<file path="config.mk">
export PLATFORM = sky130hd
export DESIGN_NAME = ltxs_top
export DESIGN_NICKNAME = d
export VERILOG_FILES = /design/src/hw/ltxs_pkg.sv /design/src/hw/ltxs_trans_if.sv /design/src/hw/ltxs_trans.sv /design/src/hw/ltxs_err_log.sv /design/src/hw/ltxs_top.sv
export VERILOG_INCLUDE_DIRS = /design/src /design/src/hw
export SDC_FILE = /design/constraint.sdc
export NUM_CORES = 1
export LEC_CHECK = 0
export BUFFER_PORTS_ARGS = -buffer_cell sky130_fd_sc_hd__buf_2
export CAP_MARGIN = 20
export CORE_MARGIN = 2
export CORE_UTILIZATION = 32
export DETAILED_ROUTE_END_ITERATION = 6
export GPL_ROUTABILITY_DRIVEN = 0
export SLEW_MARGIN = 0
export SYNTH_ARGS = -nofsm -noshare
export SYNTH_HDL_FRONTEND = slang
export SYNTH_SLANG_ARGS = --single-unit
export TNS_END_PERCENT = 100
</file>
<file path="constraint.sdc">
create_clock -name aclk -period 2.7 [get_ports aclk]
set_input_delay 0.27 -clock aclk [delete_from_list [all_inputs] [get_ports aclk]]
set_output_delay 0.27 -clock aclk [all_outputs]
set_load 0.05 [all_outputs]
</file>
<file path="src/hw/ltxs_cfg.svh">
// Offsets, field positions, codes and reset values of the link transmit status block
`ifndef LTXS_CFG_SVH
`define LTXS_CFG_SVH
`define LTXS_ADDR_W 8
`define LTXS_OFF_STAT 8'h00
`define LTXS_OFF_CTRL 8'h04
`define LTXS_OFF_CMD 8'h08
`define LTXS_OFF_ERR 8'h0C
`define LTXS_CTRL_PRESENT 0
`define LTXS_BIT_STOP 3
`define LTXS_BIT_ACTIVE 2
`define LTXS_BIT_ACK 1
`define LTXS_BIT_TX 0
`define LTXS_CODE_IDLE 4'h0
`define LTXS_CODE_AWAIT_ACK 4'h2
`define LTXS_CODE_BLOCKED 4'h3
`define LTXS_CODE_SENDING 4'h7
`define LTXS_CODE_STOPPED_IDLE 4'h8
`define LTXS_CODE_STOPPED_AWAIT 4'hA
`define LTXS_CODE_STOPPED_LINKED 4'hC
`define LTXS_CODE_STOPPED_LINKED_ACK 4'hE
`define LTXS_CMD_QUEUE_DATA 3'h1
`define LTXS_CMD_RELINK 3'h2
`define LTXS_CMD_STOP 3'h3
`define LTXS_CMD_RELEASE 3'h4
`define LTXS_CMD_DEACTIVATE 3'h5
`define LTXS_CMD_REMOVE 3'h6
`define LTXS_CMD_ESTABLISH 3'h7
`define LTXS_ERR_ARG 6'h00
`define LTXS_STAT_RST 16'h0000
`define LTXS_RESP_OKAY 2'h0
`define LTXS_RESP_SLVERR 2'h2
`endif

</file>
<file path="src/hw/ltxs_pkg.sv">
// Types shared by the link transmit status block
package ltxs_pkg;
  typedef enum logic [2:0] {
    state_idle, state_await_ack, state_blocked, state_sending, state_stopped_idle,
    state_stopped_await_ack, state_stopped_linked, state_stopped_linked_ack
  } ltxs_state_e;
  typedef enum logic [3:0] {
    ev_none, ev_queue_data, ev_relink, ev_stop_iframes, ev_teardown, ev_all_sent,
    ev_ack_more, ev_ack_none, ev_block, ev_unblock, ev_service, ev_reset
  } ltxs_event_e;
  typedef struct packed {
    logic aw_held;
    logic w_held;
    logic [7:0] waddr;
    logic [31:0] wdata;
    logic [3:0] wstrb;
    logic bvalid;
    logic [1:0] bresp;
    logic rvalid;
    logic [31:0] rdata;
    logic [1:0] rresp;
    logic present;
    ltxs_state_e state;
    logic [15:0] status;
    logic p_reset;
    logic p_tear;
    logic p_cmd;
    ltxs_event_e cmd_ev;
    logic p_sent;
    logic p_ack;
    logic p_svc;
    logic illegal;
    logic [5:0] err_arg;
    logic wb;
    logic relink;
    logic unlink;
    logic tx_ok;
  } ltxs_top_s;
  typedef struct packed {
    logic sticky;
    logic [15:0] count;
  } ltxs_err_s;
endpackage

</file>
<file path="src/hw/ltxs_trans_if.sv">
// Carrier between the status core and its transition table
`timescale 1ns/1ps
interface ltxs_trans_if;
  ltxs_pkg::ltxs_state_e cur;
  ltxs_pkg::ltxs_event_e ev;
  ltxs_pkg::ltxs_state_e nxt;
  logic illegal;
  modport table_side (input cur, input ev, output nxt, output illegal);
  modport core_side (output cur, output ev, input nxt, input illegal);
endinterface

</file>
<file path="src/hw/ltxs_trans.sv">
// Transition table of the transmit status word
`timescale 1ns/1ps
module ltxs_trans (
  ltxs_trans_if.table_side t
);
  logic legal;
  logic is_cmd;

  // One event per cycle; anything not listed leaves the state alone
  always_comb
  begin
    t.nxt = t.cur;
    legal = 1'b0;
    is_cmd = (t.ev == ltxs_pkg::ev_queue_data) || (t.ev == ltxs_pkg::ev_relink) ||
      (t.ev == ltxs_pkg::ev_stop_iframes);
    if (t.ev == ltxs_pkg::ev_reset)
    begin
      t.nxt = ltxs_pkg::state_idle;
    end
    else if (t.ev == ltxs_pkg::ev_teardown)
    begin
      // Linked states keep the link until the transmit task unlinks it
      if (t.cur == ltxs_pkg::state_sending || t.cur == ltxs_pkg::state_stopped_linked ||
          t.cur == ltxs_pkg::state_stopped_linked_ack)
        t.nxt = ltxs_pkg::state_stopped_linked;
      else
        t.nxt = ltxs_pkg::state_stopped_idle;
    end
    else
    begin
      case (t.cur)
        ltxs_pkg::state_idle, ltxs_pkg::state_stopped_idle, ltxs_pkg::state_stopped_linked:
        begin
          if (t.ev == ltxs_pkg::ev_queue_data)
          begin
            t.nxt = ltxs_pkg::state_sending;
            legal = 1'b1;
          end
          else if (t.cur == ltxs_pkg::state_stopped_linked && t.ev == ltxs_pkg::ev_service)
            t.nxt = ltxs_pkg::state_stopped_idle;
        end
        ltxs_pkg::state_await_ack:
        begin
          if (t.ev == ltxs_pkg::ev_relink)
          begin
            t.nxt = ltxs_pkg::state_sending;
            legal = 1'b1;
          end
          else if (t.ev == ltxs_pkg::ev_ack_more)
            t.nxt = ltxs_pkg::state_sending;
          else if (t.ev == ltxs_pkg::ev_ack_none)
            t.nxt = ltxs_pkg::state_idle;
        end
        ltxs_pkg::state_blocked:
        begin
          legal = (t.ev == ltxs_pkg::ev_relink);
          if (t.ev == ltxs_pkg::ev_stop_iframes)
          begin
            t.nxt = ltxs_pkg::state_stopped_await_ack;
            legal = 1'b1;
          end
          else if (t.ev == ltxs_pkg::ev_unblock)
            t.nxt = ltxs_pkg::state_sending;
        end
        ltxs_pkg::state_sending:
        begin
          legal = (t.ev == ltxs_pkg::ev_relink);
          if (t.ev == ltxs_pkg::ev_stop_iframes)
          begin
            t.nxt = ltxs_pkg::state_stopped_linked_ack;
            legal = 1'b1;
          end
          else if (t.ev == ltxs_pkg::ev_all_sent)
            t.nxt = ltxs_pkg::state_await_ack;
          else if (t.ev == ltxs_pkg::ev_block)
            t.nxt = ltxs_pkg::state_blocked;
        end
        ltxs_pkg::state_stopped_await_ack, ltxs_pkg::state_stopped_linked_ack:
        begin
          if (t.ev == ltxs_pkg::ev_ack_more || t.ev == ltxs_pkg::ev_ack_none)
            t.nxt = ltxs_pkg::state_stopped_idle;
          else if (t.cur == ltxs_pkg::state_stopped_linked_ack && t.ev == ltxs_pkg::ev_service)
            t.nxt = ltxs_pkg::state_stopped_await_ack;
        end
        default:
        begin
          t.nxt = t.cur;
        end
      endcase
    end
    t.illegal = is_cmd && !legal;
  end
endmodule

</file>
<file path="src/hw/ltxs_err_log.sv">
// Sticky error flag and counter for refused host commands
`timescale 1ns/1ps
module ltxs_err_log (
  input logic aclk,
  input logic aresetn,
  input logic hit,
  input logic clr,
  output logic sticky,
  output logic [15:0] count
);
  ltxs_pkg::ltxs_err_s r;
  ltxs_pkg::ltxs_err_s n;

  // Set wins over a clear in the same cycle; counter saturates
  always_comb
  begin
    n = r;
    if (clr)
      n.sticky = 1'b0;
    if (hit)
    begin
      n.sticky = 1'b1;
      if (r.count != 16'hFFFF)
        n.count = r.count + 16'h0001;
    end
  end

  always_ff @(posedge aclk)
  begin
    if (!aresetn)
      r <= '0;
    else
      r <= n;
  end

  assign sticky = r.sticky;
  assign count = r.count;
endmodule

</file>
<file path="src/hw/ltxs_top.sv">
// Per-link transmit status machine with AXI4-Lite register access
`timescale 1ns/1ps
`include "ltxs_cfg.svh"

// What this block does
// - Stop bit set at once on stop commands
// - Remote disconnect or mode-set frame stops transmit while link_connected is high
// - While stopped, unlink on next service pass
// - Active bit means linked into I queue
// - Relink when command or event enables transmit
// - Ack bit held while frames await acknowledgement
// - Recheck queue before clearing ack bit
// - Transmit bit set while frames remain queued
// - Bit zero marks last link in chain
// - Only eight legal four-bit state codes
// - Queue-data and relink command transitions
// - Stop and teardown command transitions
// - All-acknowledged transitions per queue contents
// - Blocking conditions park sending; clearing resumes
// - Link reset returns word to idle
// - All sent moves sending to awaiting ack
// - Illegal command flags error, changes nothing
module ltxs_top (
  input logic aclk,
  input logic aresetn,
  input logic [7:0] s_axi_awaddr,
  input logic [2:0] s_axi_awprot,
  input logic s_axi_awvalid,
  output logic s_axi_awready,
  input logic [31:0] s_axi_wdata,
  input logic [3:0] s_axi_wstrb,
  input logic s_axi_wvalid,
  output logic s_axi_wready,
  output logic [1:0] s_axi_bresp,
  output logic s_axi_bvalid,
  input logic s_axi_bready,
  input logic [7:0] s_axi_araddr,
  input logic [2:0] s_axi_arprot,
  input logic s_axi_arvalid,
  output logic s_axi_arready,
  output logic [31:0] s_axi_rdata,
  output logic [1:0] s_axi_rresp,
  output logic s_axi_rvalid,
  input logic s_axi_rready,
  input logic tx_all_sent,
  input logic tx_all_acked,
  input logic tx_queue_nonempty,
  input logic tx_block_cond,
  input logic proto_link_reset,
  input logic rx_disc_or_sabme,
  input logic link_connected,
  input logic link_reset_done,
  input logic tx_service,
  input logic queue_tail_in,
  output logic illegal_command,
  output logic [5:0] mgmt_err_arg,
  output logic [15:0] link_tx_queue_state,
  output logic status_wb_valid,
  output logic [15:0] status_wb_word,
  output logic link_relink,
  output logic link_unlink,
  output logic iframe_tx_allowed
);
  ltxs_pkg::ltxs_top_s r;
  ltxs_pkg::ltxs_top_s n;
  ltxs_pkg::ltxs_event_e ev;
  logic wr_go;
  logic ctrl_wr;
  logic cmd_wr;
  logic err_clr;
  logic take_reset;
  logic take_tear;
  logic take_cmd;
  logic take_ack;
  logic take_sent;
  logic take_svc;
  logic err_sticky;
  logic [15:0] err_count;
  logic [3:0] cur_code;
  logic [3:0] nxt_code;

  ltxs_trans_if tif ();

  // Four-bit stop/active/ack/transmit code of each legal state
  function automatic logic [3:0] state_code(input ltxs_pkg::ltxs_state_e s);
    case (s)
      ltxs_pkg::state_idle: state_code = `LTXS_CODE_IDLE;
      ltxs_pkg::state_await_ack: state_code = `LTXS_CODE_AWAIT_ACK;
      ltxs_pkg::state_blocked: state_code = `LTXS_CODE_BLOCKED;
      ltxs_pkg::state_sending: state_code = `LTXS_CODE_SENDING;
      ltxs_pkg::state_stopped_idle: state_code = `LTXS_CODE_STOPPED_IDLE;
      ltxs_pkg::state_stopped_await_ack: state_code = `LTXS_CODE_STOPPED_AWAIT;
      ltxs_pkg::state_stopped_linked: state_code = `LTXS_CODE_STOPPED_LINKED;
      ltxs_pkg::state_stopped_linked_ack: state_code = `LTXS_CODE_STOPPED_LINKED_ACK;
      default: state_code = `LTXS_CODE_IDLE;
    endcase
  endfunction

  // Host command code to table event; unknown codes do nothing
  function automatic ltxs_pkg::ltxs_event_e cmd_event(input logic [2:0] c);
    case (c)
      `LTXS_CMD_QUEUE_DATA: cmd_event = ltxs_pkg::ev_queue_data;
      `LTXS_CMD_RELINK: cmd_event = ltxs_pkg::ev_relink;
      `LTXS_CMD_STOP: cmd_event = ltxs_pkg::ev_stop_iframes;
      `LTXS_CMD_RELEASE, `LTXS_CMD_DEACTIVATE, `LTXS_CMD_REMOVE, `LTXS_CMD_ESTABLISH:
        cmd_event = ltxs_pkg::ev_teardown;
      default: cmd_event = ltxs_pkg::ev_none;
    endcase
  endfunction

  // Word-aligned address decode, shared by both bus directions
  function automatic logic addr_hit(input logic [7:0] a);
    addr_hit = ({a[7:2], 2'h0} == `LTXS_OFF_STAT) || ({a[7:2], 2'h0} == `LTXS_OFF_CTRL) ||
      ({a[7:2], 2'h0} == `LTXS_OFF_CMD) || ({a[7:2], 2'h0} == `LTXS_OFF_ERR);
  endfunction

  ltxs_trans u_trans (
    .t(tif.table_side)
  );

  ltxs_err_log u_err (
    .aclk(aclk),
    .aresetn(aresetn),
    .hit(r.illegal),
    .clr(err_clr),
    .sticky(err_sticky),
    .count(err_count)
  );

  // Bus handshakes; one write and one read in flight at a time
  assign s_axi_awready = !r.aw_held && !r.bvalid;
  assign s_axi_wready = !r.w_held && !r.bvalid;
  assign s_axi_arready = !r.rvalid;
  assign wr_go = r.aw_held && r.w_held;
  assign ctrl_wr = wr_go && ({r.waddr[7:2], 2'h0} == `LTXS_OFF_CTRL) && r.wstrb[0];
  assign cmd_wr = wr_go && ({r.waddr[7:2], 2'h0} == `LTXS_OFF_CMD) && r.wstrb[0];
  assign err_clr = wr_go && ({r.waddr[7:2], 2'h0} == `LTXS_OFF_ERR) && r.wstrb[0] &&
    r.wdata[0];

  // Fixed priority: resets first, host commands before link events
  assign take_reset = r.present && r.p_reset;
  assign take_tear = r.present && !r.p_reset && r.p_tear;
  assign take_cmd = r.present && !r.p_reset && !r.p_tear && r.p_cmd;
  assign take_ack = r.present && !r.p_reset && !r.p_tear && !r.p_cmd && r.p_ack;
  assign take_sent = r.present && !r.p_reset && !r.p_tear && !r.p_cmd && !r.p_ack &&
    r.p_sent;
  assign take_svc = r.present && !r.p_reset && !r.p_tear && !r.p_cmd && !r.p_ack &&
    !r.p_sent && r.p_svc;

  // Event fed to the table this cycle
  assign ev = take_reset ? ltxs_pkg::ev_reset :
    take_tear ? ltxs_pkg::ev_teardown :
    take_cmd ? r.cmd_ev :
    take_ack ? (tx_queue_nonempty ? ltxs_pkg::ev_ack_more :
      ltxs_pkg::ev_ack_none) :
    take_sent ? ltxs_pkg::ev_all_sent :
    take_svc ? ltxs_pkg::ev_service :
    (!r.present) ? ltxs_pkg::ev_none :
    (r.state == ltxs_pkg::state_sending && tx_block_cond) ? ltxs_pkg::ev_block :
    (r.state == ltxs_pkg::state_blocked && !tx_block_cond) ? ltxs_pkg::ev_unblock :
    ltxs_pkg::ev_none;

  assign tif.cur = r.state;
  assign tif.ev = ev;
  assign cur_code = state_code(r.state);
  assign nxt_code = state_code(n.state);

  // Next value of all state
  always_comb
  begin
    n = r;
    // Write address and data are taken in either order
    if (s_axi_awvalid && s_axi_awready)
    begin
      n.aw_held = 1'b1;
      n.waddr = s_axi_awaddr;
    end
    if (s_axi_wvalid && s_axi_wready)
    begin
      n.w_held = 1'b1;
      n.wdata = s_axi_wdata;
      n.wstrb = s_axi_wstrb;
    end
    if (r.bvalid && s_axi_bready)
      n.bvalid = 1'b0;
    if (wr_go)
    begin
      n.aw_held = 1'b0;
      n.w_held = 1'b0;
      n.bvalid = 1'b1;
      n.bresp = addr_hit(r.waddr) ? `LTXS_RESP_OKAY : `LTXS_RESP_SLVERR;
    end
    if (ctrl_wr)
      n.present = r.wdata[`LTXS_CTRL_PRESENT];
    // Read data is captured at the address handshake
    if (r.rvalid && s_axi_rready)
      n.rvalid = 1'b0;
    if (s_axi_arvalid && s_axi_arready)
    begin
      n.rvalid = 1'b1;
      n.rresp = addr_hit(s_axi_araddr) ? `LTXS_RESP_OKAY : `LTXS_RESP_SLVERR;
      case ({s_axi_araddr[7:2], 2'h0})
        `LTXS_OFF_STAT: n.rdata = {16'h0000, r.status};
        `LTXS_OFF_CTRL: n.rdata = {31'h00000000, r.present};
        `LTXS_OFF_ERR: n.rdata = {err_count, 2'h0, r.err_arg, 7'h00, err_sticky};
        default: n.rdata = 32'h00000000;
      endcase
    end
    // Consume the event that the table takes this cycle
    if (take_reset)
      n.p_reset = 1'b0;
    if (take_tear)
      n.p_tear = 1'b0;
    if (take_cmd)
      n.p_cmd = 1'b0;
    if (take_ack)
      n.p_ack = 1'b0;
    if (take_sent)
      n.p_sent = 1'b0;
    if (take_svc)
      n.p_svc = 1'b0;
    // Fresh pulses latch after the consume, so none is lost
    n.p_reset = n.p_reset | link_reset_done;
    n.p_tear = n.p_tear | proto_link_reset | (rx_disc_or_sabme & link_connected);
    n.p_ack = n.p_ack | tx_all_acked;
    n.p_sent = n.p_sent | tx_all_sent;
    n.p_svc = n.p_svc | tx_service;
    if (cmd_wr && cmd_event(r.wdata[2:0]) != ltxs_pkg::ev_none)
    begin
      n.p_cmd = 1'b1;
      n.cmd_ev = cmd_event(r.wdata[2:0]);
    end
    // Table result; only legal codes can be reached
    n.state = tif.nxt;
    if (!r.present)
    begin
      // Link not yet presented: word held idle, nothing queued up
      n.state = ltxs_pkg::state_idle;
      n.p_reset = 1'b0;
      n.p_tear = 1'b0;
      n.p_cmd = 1'b0;
      n.p_ack = 1'b0;
      n.p_sent = 1'b0;
      n.p_svc = 1'b0;
    end
  end

  // Status word and side pulses derived from the chosen transition
  ltxs_pkg::ltxs_top_s m;
  always_comb
  begin
    m = n;
    // Upper bits forced to zero; tail bit only meaningful while linked
    m.status = {11'h000, nxt_code, nxt_code[`LTXS_BIT_ACTIVE] & queue_tail_in};
    m.wb = (m.status != r.status);
    m.relink = !cur_code[`LTXS_BIT_ACTIVE] && nxt_code[`LTXS_BIT_ACTIVE];
    m.unlink = cur_code[`LTXS_BIT_ACTIVE] && !nxt_code[`LTXS_BIT_ACTIVE];
    // No I frames go out once stopped, even while still linked
    m.tx_ok = !nxt_code[`LTXS_BIT_STOP] && nxt_code[`LTXS_BIT_ACTIVE] &&
      nxt_code[`LTXS_BIT_TX];
    m.illegal = tif.illegal;
    if (tif.illegal)
      m.err_arg = `LTXS_ERR_ARG;
    // Ack bit comes straight from the state code
    if (nxt_code[`LTXS_BIT_ACK] != cur_code[`LTXS_BIT_ACK])
      m.wb = 1'b1;
  end

  // Register stage for all state
  always_ff @(posedge aclk)
  begin
    if (!aresetn)
      r <= '0;
    else
      r <= m;
  end

  // Outputs, all from flops except the ready signals
  assign s_axi_bvalid = r.bvalid;
  assign s_axi_bresp = r.bresp;
  assign s_axi_rvalid = r.rvalid;
  assign s_axi_rdata = r.rdata;
  assign s_axi_rresp = r.rresp;
  assign illegal_command = r.illegal;
  assign mgmt_err_arg = r.err_arg;
  assign link_tx_queue_state = r.status;
  assign status_wb_valid = r.wb;
  assign status_wb_word = r.status;
  assign link_relink = r.relink;
  assign link_unlink = r.unlink;
  assign iframe_tx_allowed = r.tx_ok;
endmodule

</file>
### After elaboration in Yosys (flattened, before gate mapping)

Memory sizes are Yosys's and may differ from the RTL's. A register that Yosys moved wholly into a read port is not among the register bits.
Index checks and enable logic that the tools add are counted.
Widths: inputs -> output; s select.

* output and inout port bits: 84
* memories: 2
* bits in registers: 136
* word-level logic and storage cells: 203
* memory bits (read-only): 64
* input bits: 75

* reduce and logical (&&, ||, !) cells: 76
* bitwise logic cells: 9
* add/subtract/negate cells: 1
* equality and inequality tests: 34
* multiplexer cells: 53

Memory list
* (no name shown): words 8, width 4, rd ports 1, clocked after Yosys merged registers in 0, write ports 0, RTL line ltxs_top.sv:86 `case (s)`
* (no name shown): words 8, width 4, rd ports 1, clocked after Yosys merged registers in 1, write ports 0, RTL line ltxs_top.sv:86

Operator list (count)
* $pmux 32 s3: 1
* $mux 3: 17
* $logic_and 1x1->1: 36
* $mux 4: 9
* $mux 35: 1
* $eq 3x3->1 const B: 8
* $eq 6x2->1 const B: 4
* $mux 17: 1
* $add 16x1->16 const B: 1
* $eq 4x3->1 const B: 4
* $eq 4x4->1 const B: 4
* $mux 1: 16
* $mux 16: 1
* $ne 16x16->1 const B: 1
* $ne 5x16->1: 1
* $pmux 3 s5: 1
* $logic_not 1->1: 14
* $eq 3x2->1 const B: 4
* $eq 6x1->1 const B: 2
* $logic_not 6->1: 2
* $pmux 3 s4: 1
* $logic_or 1x1->1: 11
* $eq 4x2->1 const B: 2
* $reduce_bool 2->1: 4
* other kinds (15): 27

### Depth between registers and ports, before layout

Gate-level depths: netlist of run 1.
An unclocked memory read counts as a cell.

* depth in word-level cells: 25
* mapped depth: 12
* gate-level depth less buffers: 9

### Hierarchy

Synthesis of run 1 repeated with hierarchy kept, for this count alone.

* cells, all modules: 494
* area total of the unflattened synthesis: 4282.9 um^2

Modules (own cells, without submodules)
* ltxs_top: times used 1, cells an instance 344, area an instance 3047.9 um^2, seq. area each 1221.2 um^2
* ltxs_err_log: times used 1, cells an instance 94, area an instance 849.6 um^2, seq. area each 340.3 um^2
* ltxs_trans: times used 1, cells an instance 56, area an instance 385.4 um^2, seq. area each 0.0 um^2

### Worst setup path before layout of run 1

Ideal clock, no wire load.

* path kind: register to register
* start point: register r[20] (netlist name)
* end point: register r (netlist bit status_wb_valid)
* library setup time: 0.133 ns
* arrival: 2.313 ns
* buffers on the path: 2
* cell stages (with the launch flop): 12
* required time: 2.567 ns
* period minus slack after synthesis: 2.446 ns
* slack: 0.254 ns
* path through: dfxtp_1 or3b_1 buf_2 o32a_1 o21ai_4 buf_6 nor3_1 or3_4 o211ai_4 a21oi_1 mux2i_1 a31oi_1

* cells in the longest elaborated chain, start to end: 25
* elaborated cells between the ends (all ways): 53
* those cells by class: eq/ne: 13; mux: 23; bitwise: 1; reduce/logical: 15; memory: 1

RTL lines
* start, declared: RTL line ltxs_top.sv:64 `ltxs_pkg::ltxs_top_s r;`
* start signal, assigned: RTL line ltxs_top.sv:275 `r <= m;`
* $logic_not 1->1
* $logic_and 1x1->1 (2 in series)
* $logic_and 1x1->1: RTL line ltxs_top.sv:144, ltxs_top.sv:145, ltxs_top.sv:147
* $logic_and 1x1->1: RTL line ltxs_top.sv:145, ltxs_top.sv:147
* $logic_and 1x1->1: RTL line ltxs_top.sv:147 `assign take_svc = r.present && !r.p_reset && !r.p_tear && !r.p_cmd && !r.p_ack &&`
* $logic_and 1x1->1: RTL line ltxs_top.sv:148 `!r.p_sent && r.p_svc;`
* $mux 4: RTL line ltxs_top.sv:157 `take_svc ? ltxs_pkg::ev_service :`
* $mux 4: RTL line ltxs_top.sv:156 `take_sent ? ltxs_pkg::ev_all_sent :`
* [8 not listed]
* $pmux 3 s5: RTL line ltxs_trans.sv:31 `case (t.cur)`
* $mux 3: RTL line ltxs_trans.sv:20 `else if (t.ev == ltxs_pkg::ev_teardown)`
* $mux 3 *: RTL line ltxs_trans.sv:16 `if (t.ev == ltxs_pkg::ev_reset)`
* $mux 3 *: RTL line ltxs_top.sv:235 `if (!r.present)`
* $mem_v2 8x4 *
* $and 1x1->1: RTL line ltxs_top.sv:254 `` m.status = {11'h000, nxt_code, nxt_code[`LTXS_BIT_ACTIVE] & queue_tail_in}; ``
* $ne 5x16->1: RTL line ltxs_top.sv:255 `m.wb = (m.status != r.status);`
* $mux 1 *: RTL line ltxs_top.sv:265 `` if (nxt_code[`LTXS_BIT_ACK] != cur_code[`LTXS_BIT_ACK]) ``

Every way passes the cells marked *; elsewhere a longest branch is shown, timed or not.
A chain may end at the register's enable or synchronous reset.

### Worst setup path in the final report of run 1

* start point: register r[40] (netlist name)
* end point: register r (netlist bit status_wb_valid)

* cells in the longest elaborated chain, start to end: 24
* elaborated cells between the ends (all ways): 53
* those cells by class: eq/ne: 13; mux: 24; bitwise: 1; reduce/logical: 14; memory: 1

RTL lines
* $logic_and 1x1->1 (2 in series)
* $logic_and 1x1->1: RTL line ltxs_top.sv:144, ltxs_top.sv:145, ltxs_top.sv:147
* $logic_and 1x1->1: RTL line ltxs_top.sv:145, ltxs_top.sv:147
* $logic_and 1x1->1: RTL line ltxs_top.sv:147
* $logic_and 1x1->1: RTL line ltxs_top.sv:148
* $mux 4: RTL line ltxs_top.sv:157
* $mux 4: RTL line ltxs_top.sv:156
* $mux 4: RTL line ltxs_top.sv:154 `take_ack ? (tx_queue_nonempty ? ltxs_pkg::ev_ack_more :`
* [7 not listed]
* $pmux 3 s5: RTL line ltxs_trans.sv:31
* $mux 3: RTL line ltxs_trans.sv:20
* $mux 3: RTL line ltxs_trans.sv:16
* $mux 3 *: RTL line ltxs_top.sv:235
* $mem_v2 8x4 *
* $and 1x1->1: RTL line ltxs_top.sv:254
* $ne 5x16->1: RTL line ltxs_top.sv:255
* $mux 1 *: RTL line ltxs_top.sv:265

Marks and branches as above.

==> results of run 1 <==
power breakdown:
group          internal (mW)  switching, mW  leakage [nW]  total (mW)
clock                  0.614          0.454         0.121        1.07
combinational         0.0493          0.216          1.20       0.265
sequential              1.17         0.0144         0.633        1.18
total                   1.83          0.685          1.95        2.52
stage by stage:
stage | TNS (ps) | hold WS (ps)
4_1_cts | 0 | 125
3_3_place_gp | 0 | 431
2_1_floorplan | 0 | 370
5_1_grt | -15.9 | 140
3_5_place_dp | -4.06 | 433
6_report | 0 | 137
worst max-delay path, delay by kind of cell (launching register included):
kind                      cells  cell delay (ps)
DFF                           1              380
xor gates and xnor gates      1               80
and+or+nand+nor               3              650
AOI/OAI and AO/OA             5             1150
buffers and inverters         1              190
cell usage in the layout (no fill, tap or decap), types with 3 or more instances in the layout:
cell        n
conb_1     41
mux2i_1    18
xor2_1      9
a21oi_1    18
nor2_1     79
xnor2_1     5
inv_1      10
nor2b_1     5
and3_1      7
nand2b_1    4
nor3_1      6
o21ai_1     3
or2_2       4
o21ai_0    12
buf_4      22
or3_1       6
and2_1      4
dfxtp_1    75
nand3_1    10
a22oi_1    24
o31ai_1     3
clkbuf_16   9
nand2_1    23
buf_2      75
nand4_1     3
final cells by class:
class / instances / share of cell area
well taps: 168 / 0.0458
clock inverters: 4 / 0.00545
clock buffers: 11 / 0.0507
inverters: 11 / 0.00899
multi-input cells: 331 / 0.425
flip-flops and latches: 78 / 0.342
repair buffers: 98 / 0.122
synthesized netlist by cell type (2+ instances only):
library cell	count
nor2_1	79
dfxtp_1	78
buf_4	74
a22oi_1	25
nand2_1	23
a21oi_1	19
mux2i_1	18
clkbuf_1	14
o21ai_0	12
inv_1	10
nand3_1	10
xor2_1	9
and3_1	7
nor2b_1	6
nor3_1	6
or3_1	6
buf_2	5
xnor2_1	5
and2_1	4
nand2b_1	4
or2_2	4
nand4_1	3
o21ai_1	3
o22ai_1	3
o31ai_1	3
a221o_1	2
a31oi_1	2
nor4_1	2
o2111ai_1	2
o211ai_1	2
o21a_1	2
or4_1	2
sequential cells by signal, summed over array words and instances (netlist names):
signal and cells:
u_err.sticky 1, iframe_tx_allowed 1, s_axi_rdata 21, s_axi_bvalid 1, s_axi_rresp 1, link_tx_queue_state 4, r 22, link_unlink 1
u_err.count 16, status_wb_valid 1, tif.cur 3, link_relink 1, illegal_command 1, s_axi_rvalid 1, s_axi_bresp 1, cur_code 2
path summary, 6_finish.rpt:
check	endpoint	slack, ps	cells past startpoint	startpoint
worst max-delay path	status_wb_valid	120	10	r[40]
worst min-delay path	s_axi_rvalid	140	2	s_axi_rready
worst min register to register	link_unlink	440	2	cur_code[2]
worst max register to register	status_wb_valid	120	10	r[40]
repair_timing:
item,in CTS,in global routing
resized for setup,2,9
setup endpoints to repair,1,7
pin swaps,0,1
hold endpoints to repair,0,0
metal layers:
layer | vias up | part of all wire
met2 | 128 | 0.48
met4 | 0 | 0.021
met5 | - | 0
li1 | 1639 | -
met3 | 15 | 0.063
met1 | 1548 | 0.44
cells by family after synthesis:
| family | count (synthesis) |
|---|---|
| AO/OA/AOI/OAI | 90 |
| XOR/XNOR | 14 |
| adder cells (fa/ha/maj) | 1 |
| buffers and inverters | 105 |
| flip-flops | 78 |
| multiplexers | 18 |
| other | 1 |
| AND/OR/NAND/NOR | 167 |
==> metrics.md, run 1 <==
| Metric | Value |
|---|---|
| Clock H-tree levels | 3 |
| Die Area | 13500 sq um |
| Combinational family with the most area after synthesis | simple AND/OR/NAND/NOR gates |
| Synth cell types | 62 |
| Die W | 116 um |
| Simple-gate share of the synthesized area | 0.201 |
| Slew Viols, Final | 0 |
| Period Utilization, post-route | 0.955 |
| Sequential Area | 1570 sq um |
| Crit Path Max Fanout | 7 |
| Cell taking the most area after synthesis | dfxtp_1 |
| Arrival time at the worst endpoint | 2770 ps |
| GRT met2 Usage | 0.222 |
| Max_slew headroom | 0.539 |
| Hold WC Path Type | input pin to flop |
| EDFF count, synth | 0 |
| Root Buffer | clkbuf_16 |
| Fin worst setup slack | 122 ps |
| Starting Density | 0.332 |
| Chip height | 116 um |
| CP required | 2890 ps |
| Vias in the first global route | 3002 |
| Peak VDD IR | 0.209 mV |
| Syn_area_per_cell | 8.47 sq um |
| Worst-Margin Slew | 685 ps |
| YS warnings | 0 |
| Synthesized area | 4020 sq um |
| Area occupied by multi-input gates | 1950 sq um |
| DR iter-0 viols | 259 |
| Busiest grt layer | met2 |
| GRT overflow | 0 |
| Layout area overhead | 14.3% |
| Fraction of registers with async set/reset | 0 |
| GR Util met1 | 0.170 |
| Cts hold-fix bufs | 0 |
| HPWL after DPL | 6610 um |
| Crit path max-delay cell type | or3b_4 |
| CTS sink count | 78 |
| Yosys reg bits | 78 |
| Outcome | completed |
| Wire per inst | 12.6 um |
| Setup-failing EPs final | 0 |
| First-pass GRT wire length | 14200 um |
| Clk_skew | 6.52 ps |
| Final ANT Viol Nets | 0 |
| Via count | 3330 |
| Placed cell area | 4290 sq um |
| Sequential area share after synthesis | 0.389 |
| Synth Area in XOR/XNOR | 0.0305 |
| TritonRoute pass-1 iters | 4 |
| Total power | 2.52 mW |
| Core Footprint | 12100 sq um |
| # IOs | 159 |
| Max Freq | 0.388 GHz |
| Share of cells above drive strength 1 | 0.253 |
| Pwr Density | 548 nW/um^2 |
| Final Cell Area | 4590 sq um |
| IO Port Bufs | 75 |
| Synth top area cells | dfxtp_1, buf_4, nor2_1, a22oi_1, mux2i_1 |
| Syn Inst Count | 474 |
| Max clock buf depth | 2 |
| DP Cell Count | 686 |
| Initial antenna violation count | 0 |
| Cell Chain, Critical Path | or3b_4 -> o32a_1 -> o21ai_4 -> buf_4 -> nor3_1 -> a2111o_1 -> nand3_2 -> xnor2_1 -> o31ai_1 -> a31oi_1 |
| Largest net degree at the start of global routing | 61 |
| Yosys top cell area share | 0.389 |
| Antenna Cells | 0 |
| Global Route Usage Sum | 0.136 |
| Top_reg_cell synth | dfxtp_1 |
| CP Class | flop to flop |
| Adder-cell area share of the yosys netlist | 0.00312 |
| Pleak | 1.95 nW |
| Final #Nets | 605 |
| Fin cells | 701 |
| Max incr delay on CP | 440 ps |
| Mux contribution to synthesized area | 0.0449 |
| CTS tree | done |
| Worst skew pair latency | 340 ps |
| Clock transition at the registers of the reported paths | 60 ps |
| Post-CTS Repair Setup Buffers | 0 |
| Routed wire length | 8870 um |
| Synth Area in Compound Gates | 0.160 |
| Final Critical Period | 2580 ps |
| Vias/cell | 4.75 |
| Final core occ | 0.379 |
| Max_cap viols | 0 |
| Critical Path Sink Type | flop |
| Num CTS Buffers | 9 |
| Place WS | -4.06 ps |
| # rows | 40 |
| # fillers | 1266 |
| Hold Fails Final Rpt | 0 |
| Crit start category | flop |
| M3 GR Usage | 0.0277 |
| DR DRC count | 0 |
Note: power is estimated with default switching activity, not from simulation.
==> inputs of run 2 (changes only) <==
--- a/config.mk
+++ b/config.mk
@@ -9,9 +9,10 @@
 export BUFFER_PORTS_ARGS = -buffer_cell sky130_fd_sc_hd__buf_2
 export CAP_MARGIN = 20
 export CORE_MARGIN = 2
-export CORE_UTILIZATION = 32
+export CORE_UTILIZATION = 49
 export DETAILED_ROUTE_END_ITERATION = 6
 export GPL_ROUTABILITY_DRIVEN = 0
+export PLACE_DENSITY = 0.81
 export SLEW_MARGIN = 0
 export SYNTH_ARGS = -nofsm -noshare
 export SYNTH_HDL_FRONTEND = slang
==> metrics.md, run 2 (synthesis results as in run 1) <==
| Metric | Value |
|---|---|
| Outcome | completed |
| Vias in the first global route | 3003 (+0.033%) |
| Int Pwr | 1.74 mW (-5.1%) |
| Largest register FFs | 22 (unchanged) |
| Final ANT Viol Nets | 0 (unchanged) |
| Chip height | 94.5 um (-19%) |
| Period Utilization, post-route | 0.985 (+0.0303) |
| Reg with most FFs | r |
| Crit Path Max Fanout | 7 (unchanged) |
| Via count | 3375 (+1.4%) |
| RSZ-0062 raised after global routing | true |
| GRT met2 Usage | 0.317 (+0.0954) |
| Cts hold-fix bufs | 0 (unchanged) |
| # IOs | 159 (unchanged) |
| Max clock buf depth | 2 (unchanged) |
| Fin worst setup slack | 40.1 ps (-81.8 ps) |
| Sw Share | 0.279 (+0.00702) |
| Hold WC Path Type | input pin to flop |
| Vias/cell | 5.27 (+11%) |
| Worst-Margin Slew | 670 ps (-15.1 ps) |
| CP required | 2920 ps (+30 ps) |
| Gate power share | 0.109 (+0.004) |
| GRT overflow | 0 (unchanged) |
| Critical Path Sink Type | flop |
| Share of cells above drive strength 1 | 0.264 (+0.0103) |
| Arrival time at the worst endpoint | 2880 ps (+110 ps) |
| HPWL after DPL | 6020 um (-8.8%) |
| DR DRC count | 0 (unchanged) |
| CTS tree | done |
| Placed cell area | 4180 sq um (-2.5%) |
| Die Area | 8940 sq um (-34%) |
| Max_cap viols | 0 (unchanged) |
| Root Buffer | clkbuf_8 |
| Max Freq | 0.376 GHz (-3.1%) |
| Final Critical Period | 2660 ps (+81.8 ps) |
| TNS Setup | 0 ps (unchanged) |
| Setup-failing EPs final | 0 (unchanged) |
| Sw power | 673 uW (-1.7%) |
| Place WS | -30.8 ps (-26.7 ps) |
| CTS sink count | 78 (unchanged) |
| Final Cell Area | 4520 sq um (-1.5%) |
| Clock transition at the registers of the reported paths | 80 ps (+20 ps) |
| Routed wire length | 8360 um (-5.7%) |
| Initial antenna violation count | 0 (unchanged) |
| IO Port Bufs | 75 (unchanged) |
| Final #Nets | 606 (+0.17%) |
| TritonRoute pass-1 iters | 5 (+1) |
| DR iter-0 viols | 152 (-41%) |
| GR Util met1 | 0.232 (+0.0620) |
| Most frequent cells in the layout | nor2_1, dfxtp_1, buf_2 |
| First-pass GRT wire length | 13300 um (-6.5%) |
| Peak VDD IR | 0.308 mV (+47%) |
| Total power | 2.41 mW (-4.2%) |
| M3 GR Usage | 0.0375 (+0.00979) |
| Wire per inst | 13.1 um (+3.3%) |
| Clock share of power | 0.402 (-0.023) |
| Num CTS Buffers | 9 (unchanged) |
| CP Class | flop to flop |
| Slew Viols, Final | 0 (unchanged) |
| Clock H-tree levels | 3 (unchanged) |
| Hold slack | 104 ps (-32.9 ps) |
| # fillers | 715 (-44%) |
| Layout area overhead | 12.6% |
| Reg power frac | 0.489 (+0.019) |
| Global Route Usage Sum | 0.189 (+0.0536) |
| Largest net degree at the start of global routing | 33 (-46%) |
| Max_slew headroom | 0.550 (+0.0102) |
| Hold Fails Final Rpt | 0 (unchanged) |
| # rows | 33 (-18%) |
| Pleak | 1.96 nW (+0.45%) |
| Worst skew pair latency | 360 ps (+20 ps) |
| Starting Density | 0.496 (+0.165) |
| Clk_skew | 4.80 ps (-1.72 ps) |
| Crit start category | flop |
| Pwr Density | 533 nW/um^2 (-2.7%) |
| Core Footprint | 8090 sq um (-33%) |
| Busiest grt layer | met2 |
| Antenna Cells | 0 (unchanged) |
| Die W | 94.5 um (-19%) |
| Most common cell after layout, fill and taps aside | nor2_1 |
==> run 2: area by class of cell <==
class	instances	area (sq um)	area share
timing repair buffer	99	581	0.128
sequential	78	1570	0.346
clock inverter	7	97.6	0.0216
tap	105	131	0.0290
inverter	11	41.3	0.00913
clock buffer	9	124	0.0274
multi-input combinational	331	1980	0.438
==> run 2: critical path, cell delays in order (launching register included) <==
cell,delay [ps]
dfxtp_4,370
buf_4,140
nor2b_1,140
buf_4,140
or3_4,380
o21ai_4,100
buf_12,150
buf_12,110
nand2_1,50
o22ai_1,190
o21ai_1,200
or3_1,390
o31ai_2,80
a31oi_1,110
==> run 2: repair_timing <==
action	in CTS	in global routing
endpoints found under the hold margin	0	0
pin swaps	0	6
setup buffers	0	5
setup endpoints to repair	1	7
resized for setup	3	12
==> run 2: final timing paths <==
kind           startpoint              end  slack [ps]  cells past startpoint
max                 r[40]  status_wb_valid          40                     13
min          s_axi_rready     s_axi_rvalid         100                      2
max reg2reg         r[40]  status_wb_valid          40                     13
min reg2reg   cur_code[2]      link_unlink         440                      2
==> run 2: metrics by stage <==
| step | std cells | util |
|---|---|---|
| floorplan | 514 | - |
| global placement | 619 | 0.517 |
| detailed placement | 619 | 0.517 |
| CTS | 635 | 0.546 |
| global route | 640 | 0.559 |
| finish | 640 | 0.559 |
==> run 2: power by group through the flow <==
stage	registers (mW)	clock network (mW)	logic [mW]
6_report	1.18	0.968	0.263
4_1_cts	1.18	0.987	0.263
3_5_place_dp	1.21	0	0.262
5_1_grt	1.18	1.03	0.281
2_1_floorplan	1.21	0	0.260
3_3_place_gp	1.21	0	0.260
==> run 2: layer usage <==
layer | share of wire | vias up
met2 | 0.47 | 130
met4 | 0.014 | 0
met3 | 0.071 | 13
met5 | 0 | -
met1 | 0.44 | 1597
li1 | - | 1635
==> inputs of run 3 (changes only) <==
--- a/config.mk
+++ b/config.mk
@@ -9,10 +9,9 @@
 export BUFFER_PORTS_ARGS = -buffer_cell sky130_fd_sc_hd__buf_2
 export CAP_MARGIN = 20
 export CORE_MARGIN = 2
-export CORE_UTILIZATION = 49
+export CORE_UTILIZATION = 25
 export DETAILED_ROUTE_END_ITERATION = 6
 export GPL_ROUTABILITY_DRIVEN = 0
-export PLACE_DENSITY = 0.81
 export SLEW_MARGIN = 0
 export SYNTH_ARGS = -nofsm -noshare
 export SYNTH_HDL_FRONTEND = slang
==> metrics.md, run 3 (synthesis results as in run 1) <==
| Metric | Value |
|---|---|
| Outcome | completed |
| Cell Chain, Critical Path | buf_4 -> nor2b_1 -> a311o_1 -> o21ai_4 -> buf_4 -> nor3_1 -> or3_4 -> o211ai_4 -> o21ai_2 -> mux2i_1 -> a31oi_1 |
| Most frequent cells in the layout | nor2_1, dfxtp_1, buf_2 |
| Initial antenna violation count | 0 (unchanged) |
| Max incr delay on CP | 360 ps (-30 ps) |
| DR iter-0 viols | 93 (-39%) |
| Clock H-tree levels | 3 (unchanged) |
| CP Launch Point | r[18] |
| First-pass GRT wire length | 14200 um (+6.9%) |
| Num CTS Buffers | 9 (unchanged) |
| Routed wire length | 9220 um (+10%) |
| Root Buffer | clkbuf_16 |
| DR DRC count | 0 (unchanged) |
| Reg2reg start | r[18] |
| Crit path max-delay cell type | a311o_1 |
| CP Buf/Inv Count | 2 (-2) |
| # rows | 46 (+39%) |
| Crit start category | flop |
| Final ANT Viol Nets | 0 (unchanged) |
| Most common cell after layout, fill and taps aside | nor2_1 |
| Core Footprint | 15800 sq um (+95%) |
| Max_cap viols | 0 (unchanged) |
| Crit path top cell by count | buf_4 |
| Peak VDD IR | 0.281 mV (-8.6%) |
| Antenna Cells | 0 (unchanged) |
| Die W | 131 um (+38%) |
| TritonRoute pass-1 iters | 4 (-1) |
| Hold_sp | s_axi_rready |
| Setup-failing EPs final | 0 (unchanged) |
| Reg with most FFs | r |
| Final #Nets | 612 (+0.99%) |
| Starting Density | 0.255 (-0.242) |
| Largest register FFs | 22 (unchanged) |
| Chip height | 131 um (+38%) |
| Layout area overhead | 18.1% |
| Cts hold-fix bufs | 0 (unchanged) |
| Via count | 3246 (-3.8%) |
| Total power | 2.62 mW (+8.7%) |
| HPWL after DPL | 6700 um (+11%) |
| Largest net degree at the start of global routing | 58 (+76%) |
| Vias in the first global route | 2834 (-5.6%) |
| TNS Setup | 0 ps (unchanged) |
| Crit Path Max Fanout | 7 (unchanged) |
| Critical Path Sink Type | flop |
| Period Utilization, post-route | 0.949 (-0.0364) |
| Share of cells above drive strength 1 | 0.275 (+0.0119) |
| Die Area | 17100 sq um (+91%) |
| CTS tree | done |
| Pwr Density | 552 nW/um^2 (+3.6%) |
| CP required | 2890 ps (-30 ps) |
| CTS sink count | 78 (unchanged) |
| CP Class | flop to flop |
| Worst skew pair latency | 330 ps (-30 ps) |
| Slew Viols, Final | 0 (unchanged) |
| GRT overflow | 0 (unchanged) |
| Max clock buf depth | 2 (unchanged) |
| Pleak | 2.01 nW (+2.6%) |
| Hold WC Path Type | input pin to flop |
| Max Freq | 0.390 GHz (+3.8%) |
| Wire per inst | 12.2 um (-6.7%) |
| Clk_skew | 8.90 ps (+4.09 ps) |
| Arrival time at the worst endpoint | 2750 ps (-130 ps) |
| Family with the most delay on the worst path | compound AO/OA/AOI/OAI gates |
| Hold Fails Final Rpt | 0 (unchanged) |
| Max_slew headroom | 0.595 (+0.0454) |
| Global Route Usage Sum | 0.107 (-0.0820) |
| Worst-Margin Slew | 608 ps (-61.9 ps) |
| Vias/cell | 4.29 (-19%) |
| Final Critical Period | 2560 ps (-98.3 ps) |
| IO Port Bufs | 75 (unchanged) |
| RSZ-0062 raised after global routing | true |
| Clock transition at the registers of the reported paths | 60 ps (-20 ps) |
| # IOs | 159 (unchanged) |
-- run 3: routing by layer --
| layer | routed length [um] | track usage | vias up |
|---|---|---|---|
| met5 | 0 | 0 | - |
| met4 | 180 | 0.0488 | 0 |
| met3 | 502 | 0.0314 | 10 |
| met2 | 3890 | 0.154 | 90 |
| met1 | 4650 | 0.148 | 1495 |
| li1 | - | - | 1651 |
-- run 3: path summary, 6_finish.rpt --
kind	end	slack [ps]	cells after the start
hold / removal	s_axi_rvalid	120	2
setup reg to reg	status_wb_valid	140	11
hold reg to reg	link_unlink	450	2
setup / recovery	status_wb_valid	140	11
-- run 3: layout make-up --
type	count	area, sq um
clock inverters	5	41.3
flip-flops and latches	78	1570
well taps	216	270
clock buffers	11	253
multi-input cells	331	1970
fillers	1721	11000
inverters	11	41.3
repair buffers	105	601
-- run 3: power breakdown --
| group | leakage [nW] | switching, mW | internal, mW |
|---|---|---|---|
| Sequential | 0.632 | 0.0140 | 1.17 |
| Clock | 0.138 | 0.494 | 0.679 |
| Combinational | 1.24 | 0.216 | 0.0495 |
-- run 3: repair_timing --
item / CTS / global route
buffers inserted: 1 / 2
resized for setup: 3 / 11
pin swaps: 1 / 4
setup endpoints to repair: 3 / 9
-- run 3: through the flow --
stage          cells   util  hold slack (ps)  instance area [sq um]  setup WS, ps
3_3_place_gp     738  0.277              455                   4370         0.746
3_5_place_dp     738  0.277              459                   4370         -2.78
2_1_floorplan    514      -              370                   4170           254
4_1_cts          755  0.297              111                   4680          20.7
6_report         757  0.301              123                   4740           138
5_1_grt          757  0.301              129                   4740         -27.3
